==> config.mk <==
export PLATFORM = sky130hd
export DESIGN_NAME = csr_core
export DESIGN_NICKNAME = d
export VERILOG_FILES = /design/src/verilog/csr_pkg.sv /design/src/verilog/csr_core.sv /design/src/verilog/csr_regfile.sv /design/src/verilog/csr_alu.sv
export SDC_FILE = /design/constraint.sdc
export NUM_CORES = 1
export LEC_CHECK = 0
export BUFFER_PORTS_ARGS = -buffer_cell sky130_fd_sc_hd__clkbuf_2
export CAP_MARGIN = 20
export CORE_MARGIN = 1.5
export CORE_UTILIZATION = 55
export CTS_CLUSTER_DIAMETER = 60
export DETAILED_ROUTE_END_ITERATION = 6
export PLACE_DENSITY = 0.73
export SYNTH_ARGS = -nofsm -noshare
export SYNTH_HDL_FRONTEND = slang
export SYNTH_SLANG_ARGS = --single-unit
export TNS_END_PERCENT = 50
==> constraint.sdc <==
create_clock -name mclk_i -period 9.94 [get_ports mclk_i]
set_input_delay 0 -clock mclk_i [delete_from_list [all_inputs] [get_ports mclk_i]]
set_output_delay 0 -clock mclk_i [all_outputs]
set_load 0.005 [all_outputs]
==> src/verilog/csr_pkg.sv <==
// package for the core datapath: constants, enums and carrier structs
package csr_pkg;

  // data width and register file geometry
  localparam int DATA_W = 8;
  localparam int ADDR_W = 16;
  localparam int NUM_REGS = 32;
  localparam int REG_IDX_W = 5;

  // data-space placement of the working registers
  localparam logic [15:0] REGFILE_BASE = 16'h0000;
  localparam logic [15:0] REGFILE_LAST = 16'h001f;

  // pointer pair base indices (low byte even, high byte odd)
  localparam logic [4:0] PTR_X_LO = 5'h1a;
  localparam logic [4:0] PTR_Y_LO = 5'h1c;
  localparam logic [4:0] PTR_Z_LO = 5'h1e;

  // stack pointer i/o offsets and data-space aliases
  localparam logic [5:0] IO_SP_LOW = 6'h3d;
  localparam logic [5:0] IO_SP_HIGH = 6'h3e;
  localparam logic [15:0] DS_SP_LOW = 16'h005d;
  localparam logic [15:0] DS_SP_HIGH = 16'h005e;

  // default top of data memory, used as stack pointer reset value
  localparam logic [15:0] SRAM_TOP_DEFAULT = 16'h04ff;

  // status flag bit positions
  localparam int FLG_C = 0;
  localparam int FLG_Z = 1;
  localparam int FLG_N = 2;
  localparam int FLG_V = 3;
  localparam int FLG_S = 4;
  localparam int FLG_H = 5;
  localparam int FLG_T = 6;
  localparam int FLG_I = 7;
  localparam logic [7:0] STATUS_RESET = 8'h00;

  // alu operations
  typedef enum logic [3:0] {
    CSR_OP_ADD, CSR_OP_ADC, CSR_OP_SUB, CSR_OP_SBC,
    CSR_OP_AND, CSR_OP_OR, CSR_OP_XOR, CSR_OP_COM,
    CSR_OP_NEG, CSR_OP_INC, CSR_OP_DEC, CSR_OP_LSR,
    CSR_OP_ROR, CSR_OP_ASR, CSR_OP_SWAP, CSR_OP_MOV
  } csr_alu_op_type;

  // stack events
  typedef enum logic [2:0] {
    CSR_STK_NONE, CSR_STK_PUSH, CSR_STK_POP,
    CSR_STK_CALL, CSR_STK_RET
  } csr_stk_op_type;

  // pointer access modes
  typedef enum logic [1:0] {
    CSR_PTR_DISP, CSR_PTR_POSTINC, CSR_PTR_PREDEC
  } csr_ptr_mode_type;

  // global interrupt enable events
  typedef enum logic [2:0] {
    CSR_GIE_NONE, CSR_GIE_SET, CSR_GIE_CLEAR, CSR_GIE_TAKEN,
    CSR_GIE_IRQ_RETURN_INSN
  } csr_gie_op_type;

  // alu request from decode
  typedef struct packed {
    logic valid;
    csr_alu_op_type op;
    logic use_imm;
    logic [4:0] rd;
    logic [4:0] rr;
    logic [7:0] imm;
  } csr_alu_req_type;

  // pointer access request from decode
  typedef struct packed {
    logic valid;
    logic [1:0] sel;
    csr_ptr_mode_type mode;
    logic [5:0] disp;
  } csr_ptr_req_type;

  // data-space access request from decode
  typedef struct packed {
    logic rd_en;
    logic wr_en;
    logic [15:0] addr;
    logic [7:0] wdata;
  } csr_ds_req_type;

  // bit transfer request
  typedef struct packed {
    logic store;
    logic load;
    logic [4:0] reg_idx;
    logic [2:0] bit_idx;
  } csr_bit_req_type;

  // alu result as seen by the core
  typedef struct packed {
    logic [7:0] res;
    logic c;
    logic h;
    logic v;
  } csr_alu_res_type;

endpackage : csr_pkg

==> src/verilog/csr_core.sv <==
// core datapath: alu, status flags, register file and stack pointer
//
// Summary of operation
// RULE1: alu finishes a reg-reg or reg-immediate operation in one clock
// RULE2: status flags are updated after every alu operation
// RULE3: status flags are never saved or restored on interrupt entry or exit
// RULE4: interrupts are blocked whenever global enable bit 7 is zero
// RULE5: enable bit cleared on interrupt taken, set by return or set insn
// RULE6: bit 6 holds one bit moved by bit store and bit load
// RULE7: bit 5 reports carry out of the low nibble
// RULE8: bit 4 always equals negative xor overflow
// RULE9: bit 3 reports two's complement overflow
// RULE10: bit 2 set when the result is negative
// RULE11: bit 1 set when the result is zero
// RULE12: bit 0 reports carry from the operation
// RULE13: register file serves 8/8, two 8/8, two 8/16 and 16/16 patterns
// RULE14: register n appears at data address n, 0x00 to 0x1f
// RULE15: registers 26 to 31 form three pointers, low byte even
// RULE16: pointers support displacement, post increment and pre decrement
// RULE17: stack grows down; push decrements by one, pop increments by one
// RULE18: call or interrupt subtracts two; returns add two
// RULE19: program must load stack pointer above 0x0100 before calls
// RULE20: stack pointer is two rw i/o registers reset to sram top
// RULE21: core runs directly on the incoming clock, no division
// RULE22: pointer into register-file range reaches the working register
// RULE23: next instruction fetch overlaps execution, one per clock
// RULE24: sram top address is a design parameter
`timescale 1ns/1ps
module csr_core
  import csr_pkg::*;
#(
  parameter logic [15:0] SRAM_TOP = SRAM_TOP_DEFAULT // RULE24
) (
  // clock and reset, core clock used undivided
  input wire logic mclk_i,
  input wire logic nrst_i,
  // alu request
  input wire csr_alu_req_type alu_req_i,
  // flag control
  input wire csr_gie_op_type gie_op_i,
  input wire csr_bit_req_type bit_req_i,
  input wire logic irq_pending_i,
  // pointer access
  input wire csr_ptr_req_type ptr_req_i,
  // data-space access
  input wire csr_ds_req_type ds_req_i,
  // stack event
  input wire csr_stk_op_type stk_op_i,
  // instruction fetch handshake
  input wire logic [15:0] fetch_word_i,
  // outputs
  output logic [7:0] status_flags_o,
  output logic [15:0] stack_pointer_o,
  output logic irq_take_o,
  output logic [7:0] result_o,
  output logic [15:0] ptr_addr_o,
  output logic [7:0] ds_rdata_o,
  output logic ds_hit_o,
  output logic [15:0] insn_o
);

  initial if (SRAM_TOP <= 16'h0100) $error("sram top must lie above 0x0100");

  // core state other than the register file copies in one struct
  typedef struct packed {
    logic [7:0] flags;
    logic [15:0] sp;
    logic irq_take;
    logic [7:0] result;
    logic [15:0] ptr_addr;
    logic [7:0] ds_rdata;
    logic ds_hit;
    logic [15:0] insn;
  } csr_core_state_type;

  csr_core_state_type st_r;
  csr_core_state_type st_nxt;

  // register file ports
  logic [7:0] rf_a;
  logic [7:0] rf_b;
  logic rf_we;
  logic [4:0] rf_wa;
  logic [7:0] rf_wd;
  logic rf_we16;
  logic [4:0] rf_wa16;
  logic [15:0] rf_wd16;
  logic [7:0] shadow_r [NUM_REGS];
  csr_alu_res_type alu_res;

  // decodes a data-space address into the register-file window
  function automatic logic in_regfile(input logic [15:0] a);
    in_regfile = (a <= REGFILE_LAST); // RULE14 RULE22
  endfunction : in_regfile

  // pointer base register index from selector
  function automatic logic [4:0] ptr_base(input logic [1:0] s);
    case (s)
      2'd0: ptr_base = PTR_X_LO;
      2'd1: ptr_base = PTR_Y_LO;
      default: ptr_base = PTR_Z_LO;
    endcase // RULE15
  endfunction : ptr_base

  // combinational shadow keeps same-cycle operand reads; the registered
  // file ports would add a cycle and break single-cycle execution
  csr_regfile #(.N(NUM_REGS)) u_rf (
    .mclk_i(mclk_i),
    .nrst_i(nrst_i),
    .ra_i(alu_req_i.rd),
    .rb_i(alu_req_i.rr),
    .da_o(rf_a),
    .db_o(rf_b),
    .we_i(rf_we),
    .wa_i(rf_wa),
    .wd_i(rf_wd),
    .we16_i(rf_we16),
    .wa16_i(rf_wa16),
    .wd16_i(rf_wd16)
  );

  // shadow copy giving combinational operand access
  always_ff @(posedge mclk_i or negedge nrst_i) begin
    if (!nrst_i) begin
      for (int i = 0; i < NUM_REGS; i++) shadow_r[i] <= 8'h00;
    end else begin
      if (rf_we) shadow_r[rf_wa] <= rf_wd;
      if (rf_we16) begin // RULE13
        shadow_r[{rf_wa16[4:1], 1'b0}] <= rf_wd16[7:0];
        shadow_r[{rf_wa16[4:1], 1'b1}] <= rf_wd16[15:8];
      end
    end
  end

  logic [7:0] opa;
  logic [7:0] opb;
  assign opa = shadow_r[alu_req_i.rd];
  assign opb = alu_req_i.use_imm ? alu_req_i.imm : shadow_r[alu_req_i.rr];

  csr_alu u_alu (
    .op_i(alu_req_i.op),
    .a_i(opa),
    .b_i(opb),
    .cin_i(st_r.flags[FLG_C]),
    .res_o(alu_res)
  ); // RULE1

  logic [15:0] ptr_val;
  logic [4:0] pb;
  assign pb = ptr_base(ptr_req_i.sel);
  assign ptr_val = {shadow_r[{pb[4:1], 1'b1}], shadow_r[{pb[4:1], 1'b0}]};

  // next-state logic for flags, stack pointer, pointers and writes
  always_comb begin
    logic [7:0] r;
    logic [7:0] bv;
    logic n;
    logic v;
    r = alu_res.res;
    bv = 8'h00;
    n = 1'b0;
    v = 1'b0;
    st_nxt = st_r;
    st_nxt.irq_take = 1'b0;
    st_nxt.ds_hit = 1'b0;
    st_nxt.insn = fetch_word_i; // RULE23
    rf_we = 1'b0;
    rf_wa = 5'h00;
    rf_wd = 8'h00;
    rf_we16 = 1'b0;
    rf_wa16 = 5'h00;
    rf_wd16 = 16'h0000;

    // alu write-back and flag update; interrupt entry changes only flag bit 7
    if (alu_req_i.valid) begin // RULE2 RULE3
      n = r[7];
      v = alu_res.v;
      st_nxt.flags[FLG_C] = alu_res.c; // RULE12
      st_nxt.flags[FLG_Z] = (r == 8'h00); // RULE11
      st_nxt.flags[FLG_N] = n; // RULE10
      st_nxt.flags[FLG_V] = v; // RULE9
      st_nxt.flags[FLG_S] = n ^ v; // RULE8
      st_nxt.flags[FLG_H] = alu_res.h; // RULE7
      st_nxt.result = r;
      rf_we = 1'b1;
      rf_wa = alu_req_i.rd;
      rf_wd = r;
    end

    // bit transfer through bit 6
    if (bit_req_i.store) begin
      bv = shadow_r[bit_req_i.reg_idx];
      st_nxt.flags[FLG_T] = bv[bit_req_i.bit_idx]; // RULE6
    end else if (bit_req_i.load && !rf_we) begin
      bv = shadow_r[bit_req_i.reg_idx];
      bv[bit_req_i.bit_idx] = st_r.flags[FLG_T]; // RULE6
      rf_we = 1'b1;
      rf_wa = bit_req_i.reg_idx;
      rf_wd = bv;
    end

    // global interrupt enable, taking only while bit 7 is set
    st_nxt.irq_take = irq_pending_i && st_r.flags[FLG_I]
                      && (gie_op_i != CSR_GIE_CLEAR); // RULE4
    case (gie_op_i)
      CSR_GIE_SET, CSR_GIE_IRQ_RETURN_INSN: st_nxt.flags[FLG_I] = 1'b1; // RULE5
      CSR_GIE_CLEAR, CSR_GIE_TAKEN: st_nxt.flags[FLG_I] = 1'b0; // RULE5
      default: ;
    endcase

    // pointer addressing with post increment and pre decrement
    if (ptr_req_i.valid) begin
      case (ptr_req_i.mode)
        CSR_PTR_DISP: st_nxt.ptr_addr = ptr_val + {10'h000, ptr_req_i.disp};
        CSR_PTR_POSTINC: begin
          st_nxt.ptr_addr = ptr_val;
          rf_we16 = 1'b1;
          rf_wd16 = ptr_val + 16'h0001; // RULE16
        end
        CSR_PTR_PREDEC: begin
          st_nxt.ptr_addr = ptr_val - 16'h0001;
          rf_we16 = 1'b1;
          rf_wd16 = ptr_val - 16'h0001; // RULE16
        end
        default: st_nxt.ptr_addr = ptr_val;
      endcase
      rf_wa16 = pb;
    end

    // stack pointer movement, downward growth
    case (stk_op_i)
      CSR_STK_PUSH: st_nxt.sp = st_r.sp - 16'h0001; // RULE17
      CSR_STK_POP: st_nxt.sp = st_r.sp + 16'h0001; // RULE17
      CSR_STK_CALL: st_nxt.sp = st_r.sp - 16'h0002; // RULE18
      CSR_STK_RET: st_nxt.sp = st_r.sp + 16'h0002; // RULE18
      default: ;
    endcase

    // data-space view of registers and stack pointer bytes
    if (ds_req_i.rd_en || ds_req_i.wr_en) begin
      if (in_regfile(ds_req_i.addr)) begin // RULE14 RULE22
        st_nxt.ds_hit = 1'b1;
        st_nxt.ds_rdata = shadow_r[ds_req_i.addr[4:0]];
        if (ds_req_i.wr_en && !rf_we) begin
          rf_we = 1'b1;
          rf_wa = ds_req_i.addr[4:0];
          rf_wd = ds_req_i.wdata;
        end
      end else if (ds_req_i.addr == DS_SP_LOW) begin // RULE20
        st_nxt.ds_hit = 1'b1;
        st_nxt.ds_rdata = st_r.sp[7:0];
        if (ds_req_i.wr_en) st_nxt.sp[7:0] = ds_req_i.wdata;
      end else if (ds_req_i.addr == DS_SP_HIGH) begin // RULE20
        st_nxt.ds_hit = 1'b1;
        st_nxt.ds_rdata = st_r.sp[15:8];
        if (ds_req_i.wr_en) st_nxt.sp[15:8] = ds_req_i.wdata;
      end else st_nxt.ds_rdata = 8'h00;
    end
  end

  // single state register on the undivided core clock
  always_ff @(posedge mclk_i or negedge nrst_i) begin // RULE21
    if (!nrst_i) begin
      st_r <= '{flags: STATUS_RESET, sp: SRAM_TOP, default: '0}; // RULE20
    end else begin
      st_r <= st_nxt;
    end
  end

  assign status_flags_o = st_r.flags;
  assign stack_pointer_o = st_r.sp;
  assign irq_take_o = st_r.irq_take;
  assign result_o = st_r.result;
  assign ptr_addr_o = st_r.ptr_addr;
  assign ds_rdata_o = st_r.ds_rdata;
  assign ds_hit_o = st_r.ds_hit;
  assign insn_o = st_r.insn;

  // properties
  property p_sign_rel;
    @(posedge mclk_i) disable iff (!nrst_i)
      status_flags_o[FLG_S] == (status_flags_o[FLG_N] ^ status_flags_o[FLG_V]);
  endproperty
  a_sign_rel: assert property (p_sign_rel) else $error("bad sign"); // RULE8
  property p_push;
    @(posedge mclk_i) disable iff (!nrst_i)
      (stk_op_i == CSR_STK_PUSH && !ds_req_i.wr_en)
        |=> stack_pointer_o == $past(stack_pointer_o) - 16'h0001;
  endproperty
  a_push: assert property (p_push) else $error("push step wrong"); // RULE17
  property p_call;
    @(posedge mclk_i) disable iff (!nrst_i)
      (stk_op_i == CSR_STK_CALL && !ds_req_i.wr_en)
        |=> stack_pointer_o == $past(stack_pointer_o) - 16'h0002;
  endproperty
  a_call: assert property (p_call) else $error("call step wrong"); // RULE18
  property p_ret;
    @(posedge mclk_i) disable iff (!nrst_i)
      (stk_op_i == CSR_STK_RET && !ds_req_i.wr_en)
        |=> stack_pointer_o == $past(stack_pointer_o) + 16'h0002;
  endproperty
  a_ret: assert property (p_ret) else $error("return step wrong"); // RULE18
  property p_gie_block;
    @(posedge mclk_i) disable iff (!nrst_i)
      !status_flags_o[FLG_I] |=> !irq_take_o;
  endproperty
  a_gie_block: assert property (p_gie_block) else $error("irq taken"); // RULE4
  property p_gie_clear;
    @(posedge mclk_i) disable iff (!nrst_i)
      gie_op_i == CSR_GIE_TAKEN |=> !status_flags_o[FLG_I];
  endproperty
  a_gie_clear: assert property (p_gie_clear) else $error("gie kept"); // RULE5
  property p_zero;
    @(posedge mclk_i) disable iff (!nrst_i)
      alu_req_i.valid |=> status_flags_o[FLG_Z] == (result_o == 8'h00);
  endproperty
  a_zero: assert property (p_zero) else $error("zero flag wrong"); // RULE11
  property p_neg;
    @(posedge mclk_i) disable iff (!nrst_i)
      alu_req_i.valid |=> status_flags_o[FLG_N] == result_o[7];
  endproperty
  a_neg: assert property (p_neg) else $error("negative flag wrong"); // RULE10
  property p_flags_hold;
    @(posedge mclk_i) disable iff (!nrst_i)
      (!alu_req_i.valid && !bit_req_i.store && gie_op_i == CSR_GIE_NONE)
        |=> $stable(status_flags_o);
  endproperty
  a_flags_hold: assert property (p_flags_hold) // RULE3
    else $error("flags moved");
  // registered file ports trail the shadow copy by one cycle
  property p_rf_mirror;
    @(posedge mclk_i) disable iff (!nrst_i)
      {rf_a, rf_b} == $past({opa, shadow_r[alu_req_i.rr]});
  endproperty
  a_rf_mirror: assert property (p_rf_mirror) else $error("rf copy"); // RULE13
  c_call: cover property (@(posedge mclk_i) stk_op_i == CSR_STK_CALL);
  c_irq: cover property (@(posedge mclk_i) irq_take_o);
  c_alu: cover property (@(posedge mclk_i) alu_req_i.valid ##3 ds_hit_o);
endmodule : csr_core

==> src/verilog/csr_regfile.sv <==
// 32 x 8 working register file with two read ports and a 16-bit write
`timescale 1ns/1ps
module csr_regfile
  import csr_pkg::*;
#(
  parameter int N = NUM_REGS
) (
  // clock and reset
  input wire logic mclk_i,
  input wire logic nrst_i,
  // read ports, registered data
  input wire logic [4:0] ra_i,
  input wire logic [4:0] rb_i,
  output logic [7:0] da_o,
  output logic [7:0] db_o,
  // byte write and word write (idx even for word)
  input wire logic we_i,
  input wire logic [4:0] wa_i,
  input wire logic [7:0] wd_i,
  input wire logic we16_i,
  input wire logic [4:0] wa16_i,
  input wire logic [15:0] wd16_i
);

  initial begin
    if (N != 32) $error("register file must hold 32 entries");
  end

  logic [7:0] mem_r [N];
  logic [7:0] da_r;
  logic [7:0] db_r;

  // storage: word write lands low byte even, high byte odd
  always_ff @(posedge mclk_i or negedge nrst_i) begin
    if (!nrst_i) begin
      for (int i = 0; i < N; i++) mem_r[i] <= 8'h00;
      da_r <= 8'h00;
      db_r <= 8'h00;
    end else begin
      if (we_i) mem_r[wa_i] <= wd_i;
      if (we16_i) begin
        mem_r[{wa16_i[4:1], 1'b0}] <= wd16_i[7:0];
        mem_r[{wa16_i[4:1], 1'b1}] <= wd16_i[15:8];
      end
      da_r <= mem_r[ra_i];
      db_r <= mem_r[rb_i];
    end
  end

  assign da_o = da_r;
  assign db_o = db_r;

endmodule : csr_regfile

==> src/verilog/csr_alu.sv <==
// combinational 8-bit alu producing result, carry, half carry, overflow
`timescale 1ns/1ps
module csr_alu
  import csr_pkg::*;
(
  // operands
  input wire csr_alu_op_type op_i,
  input wire logic [7:0] a_i,
  input wire logic [7:0] b_i,
  input wire logic cin_i,
  // result
  output csr_alu_res_type res_o
);

  logic [8:0] sum;
  logic [4:0] nib;
  logic [7:0] r;
  logic c;
  logic h;
  logic v;

  // one pass, no state: the whole op fits in one core cycle
  always_comb begin
    sum = 9'h000;
    nib = 5'h00;
    r = 8'h00;
    c = 1'b0;
    h = 1'b0;
    v = 1'b0;
    case (op_i)
      CSR_OP_ADD, CSR_OP_ADC: begin
        sum = {1'b0, a_i} + {1'b0, b_i}
              + {8'h00, cin_i & (op_i == CSR_OP_ADC)};
        nib = {1'b0, a_i[3:0]} + {1'b0, b_i[3:0]}
              + {4'h0, cin_i & (op_i == CSR_OP_ADC)};
        r = sum[7:0];
        c = sum[8];
        h = nib[4];
        v = (a_i[7] == b_i[7]) && (r[7] != a_i[7]);
      end
      CSR_OP_SUB, CSR_OP_SBC, CSR_OP_NEG: begin
        if (op_i == CSR_OP_NEG) begin
          sum = 9'h000 - {1'b0, a_i};
          nib = 5'h00 - {1'b0, a_i[3:0]};
          r = sum[7:0];
          v = (a_i[7] && !r[7]) ? 1'b0 : (a_i == 8'h80);
        end else begin
          sum = {1'b0, a_i} - {1'b0, b_i}
                - {8'h00, cin_i & (op_i == CSR_OP_SBC)};
          nib = {1'b0, a_i[3:0]} - {1'b0, b_i[3:0]}
                - {4'h0, cin_i & (op_i == CSR_OP_SBC)};
          r = sum[7:0];
          v = (a_i[7] != b_i[7]) && (r[7] != a_i[7]);
        end
        c = sum[8];
        h = nib[4];
      end
      CSR_OP_AND: r = a_i & b_i;
      CSR_OP_OR: r = a_i | b_i;
      CSR_OP_XOR: r = a_i ^ b_i;
      CSR_OP_COM: begin
        r = ~a_i;
        c = 1'b1;
      end
      CSR_OP_INC: begin
        r = a_i + 8'h01;
        c = cin_i;
        v = (a_i == 8'h7f);
      end
      CSR_OP_DEC: begin
        r = a_i - 8'h01;
        c = cin_i;
        v = (a_i == 8'h80);
      end
      CSR_OP_LSR, CSR_OP_ROR, CSR_OP_ASR: begin
        if (op_i == CSR_OP_LSR) r = {1'b0, a_i[7:1]};
        else if (op_i == CSR_OP_ROR) r = {cin_i, a_i[7:1]};
        else r = {a_i[7], a_i[7:1]};
        c = a_i[0];
        v = r[7] ^ a_i[0];
      end
      CSR_OP_SWAP: begin
        r = {a_i[3:0], a_i[7:4]};
        c = cin_i;
      end
      CSR_OP_MOV: begin
        r = b_i;
        c = cin_i;
      end
      default: r = a_i;
    endcase
    res_o = '{res: r, c: c, h: h, v: v};
  end

endmodule : csr_alu

== Word-level counts from Yosys, hierarchy flattened ==
Index checks and enable logic that the tools add are counted.

* Bits in registers: 330
* Latch bits: 0
* Bits in writable memories: 0
* Memory bits (read-only): 0
* Output and inout bits: 74
* Memories: 0

* Add/subtract/negate cells: 19
* Multiply operators: 0
* Div/mod/pow operators: 0
* Magnitude comparators: 15
* Eq/ne operators: 35
* Shift operators: 0
* Muxes and demuxes: 86
* Bitwise gates (word level): 18
* Reduce and logical (&&, ||, !) cells: 28

{| class="wikitable"
|+ Operators by type and width
! operator !! number
|-
| bitwise mux 256 bit || 3
|-
| 2-to-1 mux 256 bit || 2
|-
| 2-to-1 mux 8 bit || 32
|-
| binary-select mux 8 bit (select 5 bit) || 6
|-
| demux 8 bit (select 5 bit) || 3
|-
| case mux 8 bit (11 select lines) || 1
|-
| case mux 16 bit (2 select lines) || 2
|-
| case mux 16 bit (4 select lines) || 1
|-
| >= comparator 6 bit (second input constant) || 9
|-
| NOT 5 -> 6 bit || 9
|-
| 2-to-1 mux 16 bit || 3
|-
| 2-to-1 mux 5 bit || 8
|-
| adder 16 x 1 -> 16 bit (second input constant) || 2
|-
| equality test 16 x 7 -> 1 bit (second input constant) || 2
|-
| equality test 4 bit (second input constant) || 8
|-
| subtractor 16 x 1 -> 16 bit (second input constant) || 2
|-
| 2-to-1 mux 9 bit || 3
|-
| < comparator 6 x 1 -> 1 bit (second input constant) || 3
|-
| adder 16 x 2 -> 16 bit (second input constant) || 1
|-
| adder 16 x 6 -> 16 bit || 1
|-
| equality test 4 x 3 -> 1 bit (second input constant) || 4
|-
| <= comparator 16 x 5 -> 1 bit (second input constant) || 1
|-
| subtractor 16 x 2 -> 16 bit (second input constant) || 1
|-
| 2-to-1 mux 1 bit || 14
|-
| other kinds (50) || 80
|}

== Depth between registers and ports, before layout ==
* Depth after elaboration: 20
* Mapped depth: 22
* Mapped depth without buffers: 18

== Cells and area by module ==
A second synthesis with hierarchy kept.

* Cells, all modules: 2491
* Area, all modules: 26784.4 um^2

{| class="wikitable"
|+ By module, submodules not included
! module !! instances !! cells each !! area an instance (um^2) !! sequential area each (um^2)
|-
| csr_core || 1 || 2139 || 24176.9 || 8244.2
|-
| csr_alu || 1 || 352 || 2607.5 || 0.0
|}

== Worst setup path after synthesis ==
No wires, ideal clock.

* Kind: in2reg
* Start: input alu_req_i[8] (netlist bit)
* End: register with a tool-made name
* Setup time: 133 ps
* Data arrival time: 4879 ps
* Required time: 9807 ps
* Slack: 4928 ps
* Cell stages on the path: 21
* Path buffers: 5
* Cells stage by stage: clkbuf_1 > buf_2 > clkbuf_1 > mux4_2 > mux4_2 > mux2i_1 > o21ai_0 > inv_1 > ha_1 > ha_1 > o21a_1 > nor2_1 > xnor2_1 > o221ai_1 > a21oi_1 > o221ai_1 > o32a_1 > a222oi_1 > buf_2 > buf_4 > a21oi_1

{| class="wikitable"
|+ RTL lines
! element !! RTL line !! RTL
|-
| start: declaration || csr_core.sv:38 || <nowiki>input wire csr_alu_req_type alu_req_i,</nowiki>
|}

== Worst setup path in the final report ==
* Start: input alu_req_i[15] (netlist bit)
* End: register shadow_r[47] (netlist bit)

* Cells in the longest elaborated chain, start to end: 19
* Elaborated cells between the ends (all ways): 43

{| class="wikitable"
|+ RTL lines
! element !! RTL line !! RTL
|-
| NOT 5 -> 6 bit || n/a ||
|-
| binary-select mux 8 bit (select 5 bit) || csr_core.sv:137 || <nowiki>assign opa = shadow_r[alu_req_i.rd];</nowiki>
|-
| 2-to-1 mux 8 bit (not written as such) (2 in series) || csr_core.sv:137 ||
|-
| subtractor 8 x 8 -> 9 bit or 2-to-1 mux 8 bit (tied branches) || csr_alu.sv:48, csr_alu.sv:77 ||
|-
| subtractor 9 x 1 -> 9 bit or 2-to-1 mux 8 bit (tied branches) || csr_alu.sv:49, csr_alu.sv:76 ||
|-
| 2-to-1 mux 8 bit (on tied branches) || csr_alu.sv:42, csr_alu.sv:30 ||
|-
| case mux 8 bit (11 select lines) || csr_alu.sv:30 || <nowiki>case (op_i)</nowiki>
|-
| 2-to-1 mux 8 bit || csr_core.sv:175 || <nowiki>if (alu_req_i.valid) begin</nowiki>
|-
| (+2 left out) || n/a ||
|-
| 2-to-1 mux 8 bit || csr_core.sv:244 || <nowiki>if (ds_req_i.wr_en && !rf_we) begin</nowiki>
|-
| 2-to-1 mux 8 bit || csr_core.sv:241 || <nowiki>if (in_regfile(ds_req_i.addr)) begin</nowiki>
|-
| 2-to-1 mux 8 bit || csr_core.sv:240 || <nowiki>if (ds_req_i.rd_en || ds_req_i.wr_en) begin</nowiki>
|-
| bitwise mux 256 bit (*) || csr_core.sv:127 || <nowiki>if (rf_we) shadow_r[rf_wa] <= rf_wd;</nowiki>
|-
| 2-to-1 mux 256 bit (*) || csr_core.sv:127 ||
|-
| bitwise mux 256 bit || csr_core.sv:129 || <nowiki>shadow_r[{rf_wa16[4:1], 1'b0}] <= rf_wd16[7:0];</nowiki>
|-
| bitwise mux 256 bit || csr_core.sv:130 || <nowiki>shadow_r[{rf_wa16[4:1], 1'b1}] <= rf_wd16[15:8];</nowiki>
|-
| 2-to-1 mux 256 bit (*) || csr_core.sv:128 || <nowiki>if (rf_we16) begin</nowiki>
|-
| end signal: indexed assignment || csr_core.sv:127 ||
|-
| end signal: indexed assignment || csr_core.sv:129 ||
|-
| end signal: indexed assignment || csr_core.sv:130 ||
|-
| end: declaration || csr_core.sv:88 || <nowiki>logic [7:0] shadow_r [NUM_REGS];</nowiki>
|}

Every way passes the cells marked *; elsewhere a longest branch is shown, timed or not. The select of a mux whose other input is x is not followed.
A chain may end at the register's enable or synchronous reset.

==> impl_metrics.ini <==
[floorplan]
fp.dieH_um = 221.2
die_w_um = 221.2
pin_count = 170
core_sq_um = 46750
start_util_pct = 56.03
die_area_sq_um = 48940
rows = 79

[sta]
slew_headroom_pct = 18.60
setup_ws_ns = 3.868
worst_slew_pin_slew_ns = 1.220
rsz0062_at_grt = no
finalCritPeriodShare_pct = 61.09
whs_ns = -0.02177
finalHoldViolCount = 23
fmax_mhz = 164.7
timing.final.crit_period_ns = 6.072
slew_violations = 0
fin_tns_setup_ns = 0
setup_viol = 0
skew_ns = 0.03113

[finish]
fillers = 3830
layout-drive-gt1-share_pct = 24.16
final_cell_mix = dfrtp_1 (320), nor2_1 (276), mux4_2 (272)
final_common_cell = dfrtp_1
area_delta_synth_final_pct = 11.84
fin_nets = 2841

[place]
post-dp-hpwl_um = 65740
gp_congestion = 0.9864
place_ws_ns = 3.310
numPortBuffers = 169

[yosys]
syn-num-nets = 2750
ys_seq_area_share_pct = 31.47
ys_top_cells_by_area = dfrtp_1 (31%), mux4_2 (23%), a21oi_1 (4.5%)
synth_cells = 2571
synth_seq_cells = 329
ys_async_sr_fraction_pct = 100.0
avgSynthCellArea_sq_um = 10.19
synth.distinct_cells = 82
synth_top_area_share_pct = 30.57
synth_flop_cell = dfrtp_1
synth_area_leader_cell = dfrtp_1
yosys_warnings = 0
synth_edf_count = 0
syn_area_sq_um = 26190

[cts]
cts_buffers = 42
clk-insertion-delay-late_ns = 0.61
clockBufferDepth = 3
cts.clk_slew.worst_paths_ns = 0.06
cts.sinks = 329
cts-root-buf = clkbuf_16
cts_tree = yes
cts_setup_buffers = 0
htreeDepth = 2

[worst_setup_path]
critPathMaxStageDelay_ns = 0.69
path_max_fanout = 47
cp-start-kind = primary input
slowest_stage = buf_4
startpoint = alu_req_i[15]
critical_path_class = primary input to flip-flop
worstSetupEndpointType = flip-flop
cp_top_family = buffers and inverters
regToRegSetupSlack_ns = 4.21
path_buf_inv = 4
cp_cell_sequence = buf_4, buf_4, mux4_2, and4b_1, a21oi_1, and4_1, inv_1, or3b_2, nand2b_1, ha_1, nor3b_1, a31oi_1, o221ai_1, a221o_1, a211o_1, a31oi_1, a32oi_1, a221oi_4, buf_4, o221ai_1
cpMostUsedCell = buf_4
arrival_ns = 6.52
timing.rr.start = shadow_r[44]$_DFF_PN0_
critPathRequiredTime_ns = 10.39

[routing]
drc = 0
wl_per_cell_um = 28.31
dr_total_vias = 23530
drt-total-wl_um = 93510
dr.pass1.iters = 7
antenna_left = 0
drt-initial-drc-count = 3324
drt-vias-per-instance = 7.122

[worst_hold_path]
hp-class = primary input to asynchronous set/reset pin

[outcome]
status = finished with violations
violations = hold timing

[power_and_ir_drop]
p_leak_nw = 12.23
power_density_nw_per_um2 = 240.1
irDropWorstVdd_mv = 0.1704

[global_routing]
grt_pass1_vias = 22960
gr-usage-all-layers_pct = 38.26
grt_pass1_wl_um = 142500
grt_max_degree = 78
grt_antenna_before_repair = 1
grt-ovfl-total = 0

[run]
maxCapViolCount = 0
-- routing by layer --
metal	track usage (%)	part of all wire (%)	routed length (um)
met5	0.5865	0	0
met1	50.35	38	35210
met4	19.22	5.7	5339
met2	58.65	45	42180
met3	10.29	12	10780
-- logic make-up after synthesis --
family	share of synthesized area [%]
and+or+nand+nor	12.61
AOI/OAI and AO/OA	15.84
muxes	28.74
DFF	31.47
buffers and inverters	4.299
xor gates and xnor gates	2.842
adders and majority gates	4.194
-- power by group --
part | internal [mW] | switching, mW | leakage (nW) | total, mW
Sequential | 1.74 | 0.606 | 4.13 | 2.34
Clock | 0.965 | 0.672 | 0.721 | 1.64
Combinational | 1.50 | 1.56 | 7.38 | 3.05
-- layout make-up --
type	instances	area (sq um)	share of cell area, %
Antenna cell	1	2.502	0.008542
Timing Repair Buffer	260	1684	5.749
Inverter	64	240.2	0.8201
Multi-Input combinational cell	1965	16880	57.62
Clock inverter	21	291.5	0.9952
Sequential cell	329	8244	28.14
Clock buffer	56	1194	4.075
Tap cell	607	759.5	2.593
-- worst reg2reg max path, stage by stage, from the launching register on --
cell and delay (ns):
dfrtp_1 0.49, mux4_2 0.49, and4b_1 0.21, a21oi_1 0.13
and4_1 0.65, inv_1 0.25, or3b_2 0.56, nand2b_1 0.17
ha_1 0.29, nor3b_1 0.14, a31oi_1 0.16, o221ai_1 0.15
a221o_1 0.29, a211o_1 0.28, a31oi_1 0.15, a32oi_1 0.28
a221oi_4 0.29, buf_4 0.38, o221ai_1 0.20
-- timing repair --
action | 4_1_cts | 5_1_grt
endpoints found under the setup margin | 0 | 0
gates resized for setup | 0 | 0
hold buffers | 40 | 0
hold endpoints to repair | 138 | 0
-- synth_stat cells (all sizes together) (10+ instances only) --
| library cell | count |
|---|---|
| dfrtp | 320 |
| nor2 | 287 |
| mux4 | 272 |
| a21oi | 233 |
| nand2 | 228 |
| o21ai | 148 |
| clkbuf | 136 |
| mux2i | 95 |
| buf | 77 |
| ha | 75 |
| inv | 63 |
| xnor2 | 52 |
| a22oi | 48 |
| mux2 | 40 |
| nand3 | 39 |
| a21o | 36 |
| xor2 | 33 |
| nor3 | 31 |
| a211oi | 27 |
| a31oi | 27 |
| o221ai | 23 |
| nand2b | 22 |
| a222oi | 20 |
| nor2b | 17 |
| a221oi | 14 |
| nand3b | 14 |
| and3 | 13 |
| nor4 | 12 |
| or3 | 12 |
| a211o | 11 |
| and2 | 11 |
| nor3b | 11 |
| or2 | 10 |
-- final timing paths --
kind                       cells after the start                    endpoint
max                                           20      shadow_r[47]$_DFF_PN0_
min                                            2     result_o[3]$_DFFE_PN0P_
max reg2reg                                   18      shadow_r[47]$_DFF_PN0_
min reg2reg                                    2  ptr_addr_o[13]$_DFFE_PN0P_
max in group asynchronous                      4      shadow_r[59]$_DFF_PN0_
min in group mclk_i                            5   ptr_addr_o[3]$_DFFE_PN0P_
-- metrics by stage --
stage / hold slack [ns] / instances / cell area (sq um) / utilization (%) / power [mW]
final: -0.02177 / 3303 / 29290 / 62.66 / 7.034
after global routing: 0.03309 / 3303 / 29290 / 62.66 / 7.381
after CTS: 0.005471 / 3294 / 29200 / 62.46 / 6.948
after detailed placement: 0.01627 / 3177 / 27320 / 58.43 / 5.276
after global placement: 0.01349 / 3175 / 27300 / 58.39 / 5.170
after floorplan: -0.2956 / 2571 / 26190 / - / 4.331
(Power assumes the default switching activity.)
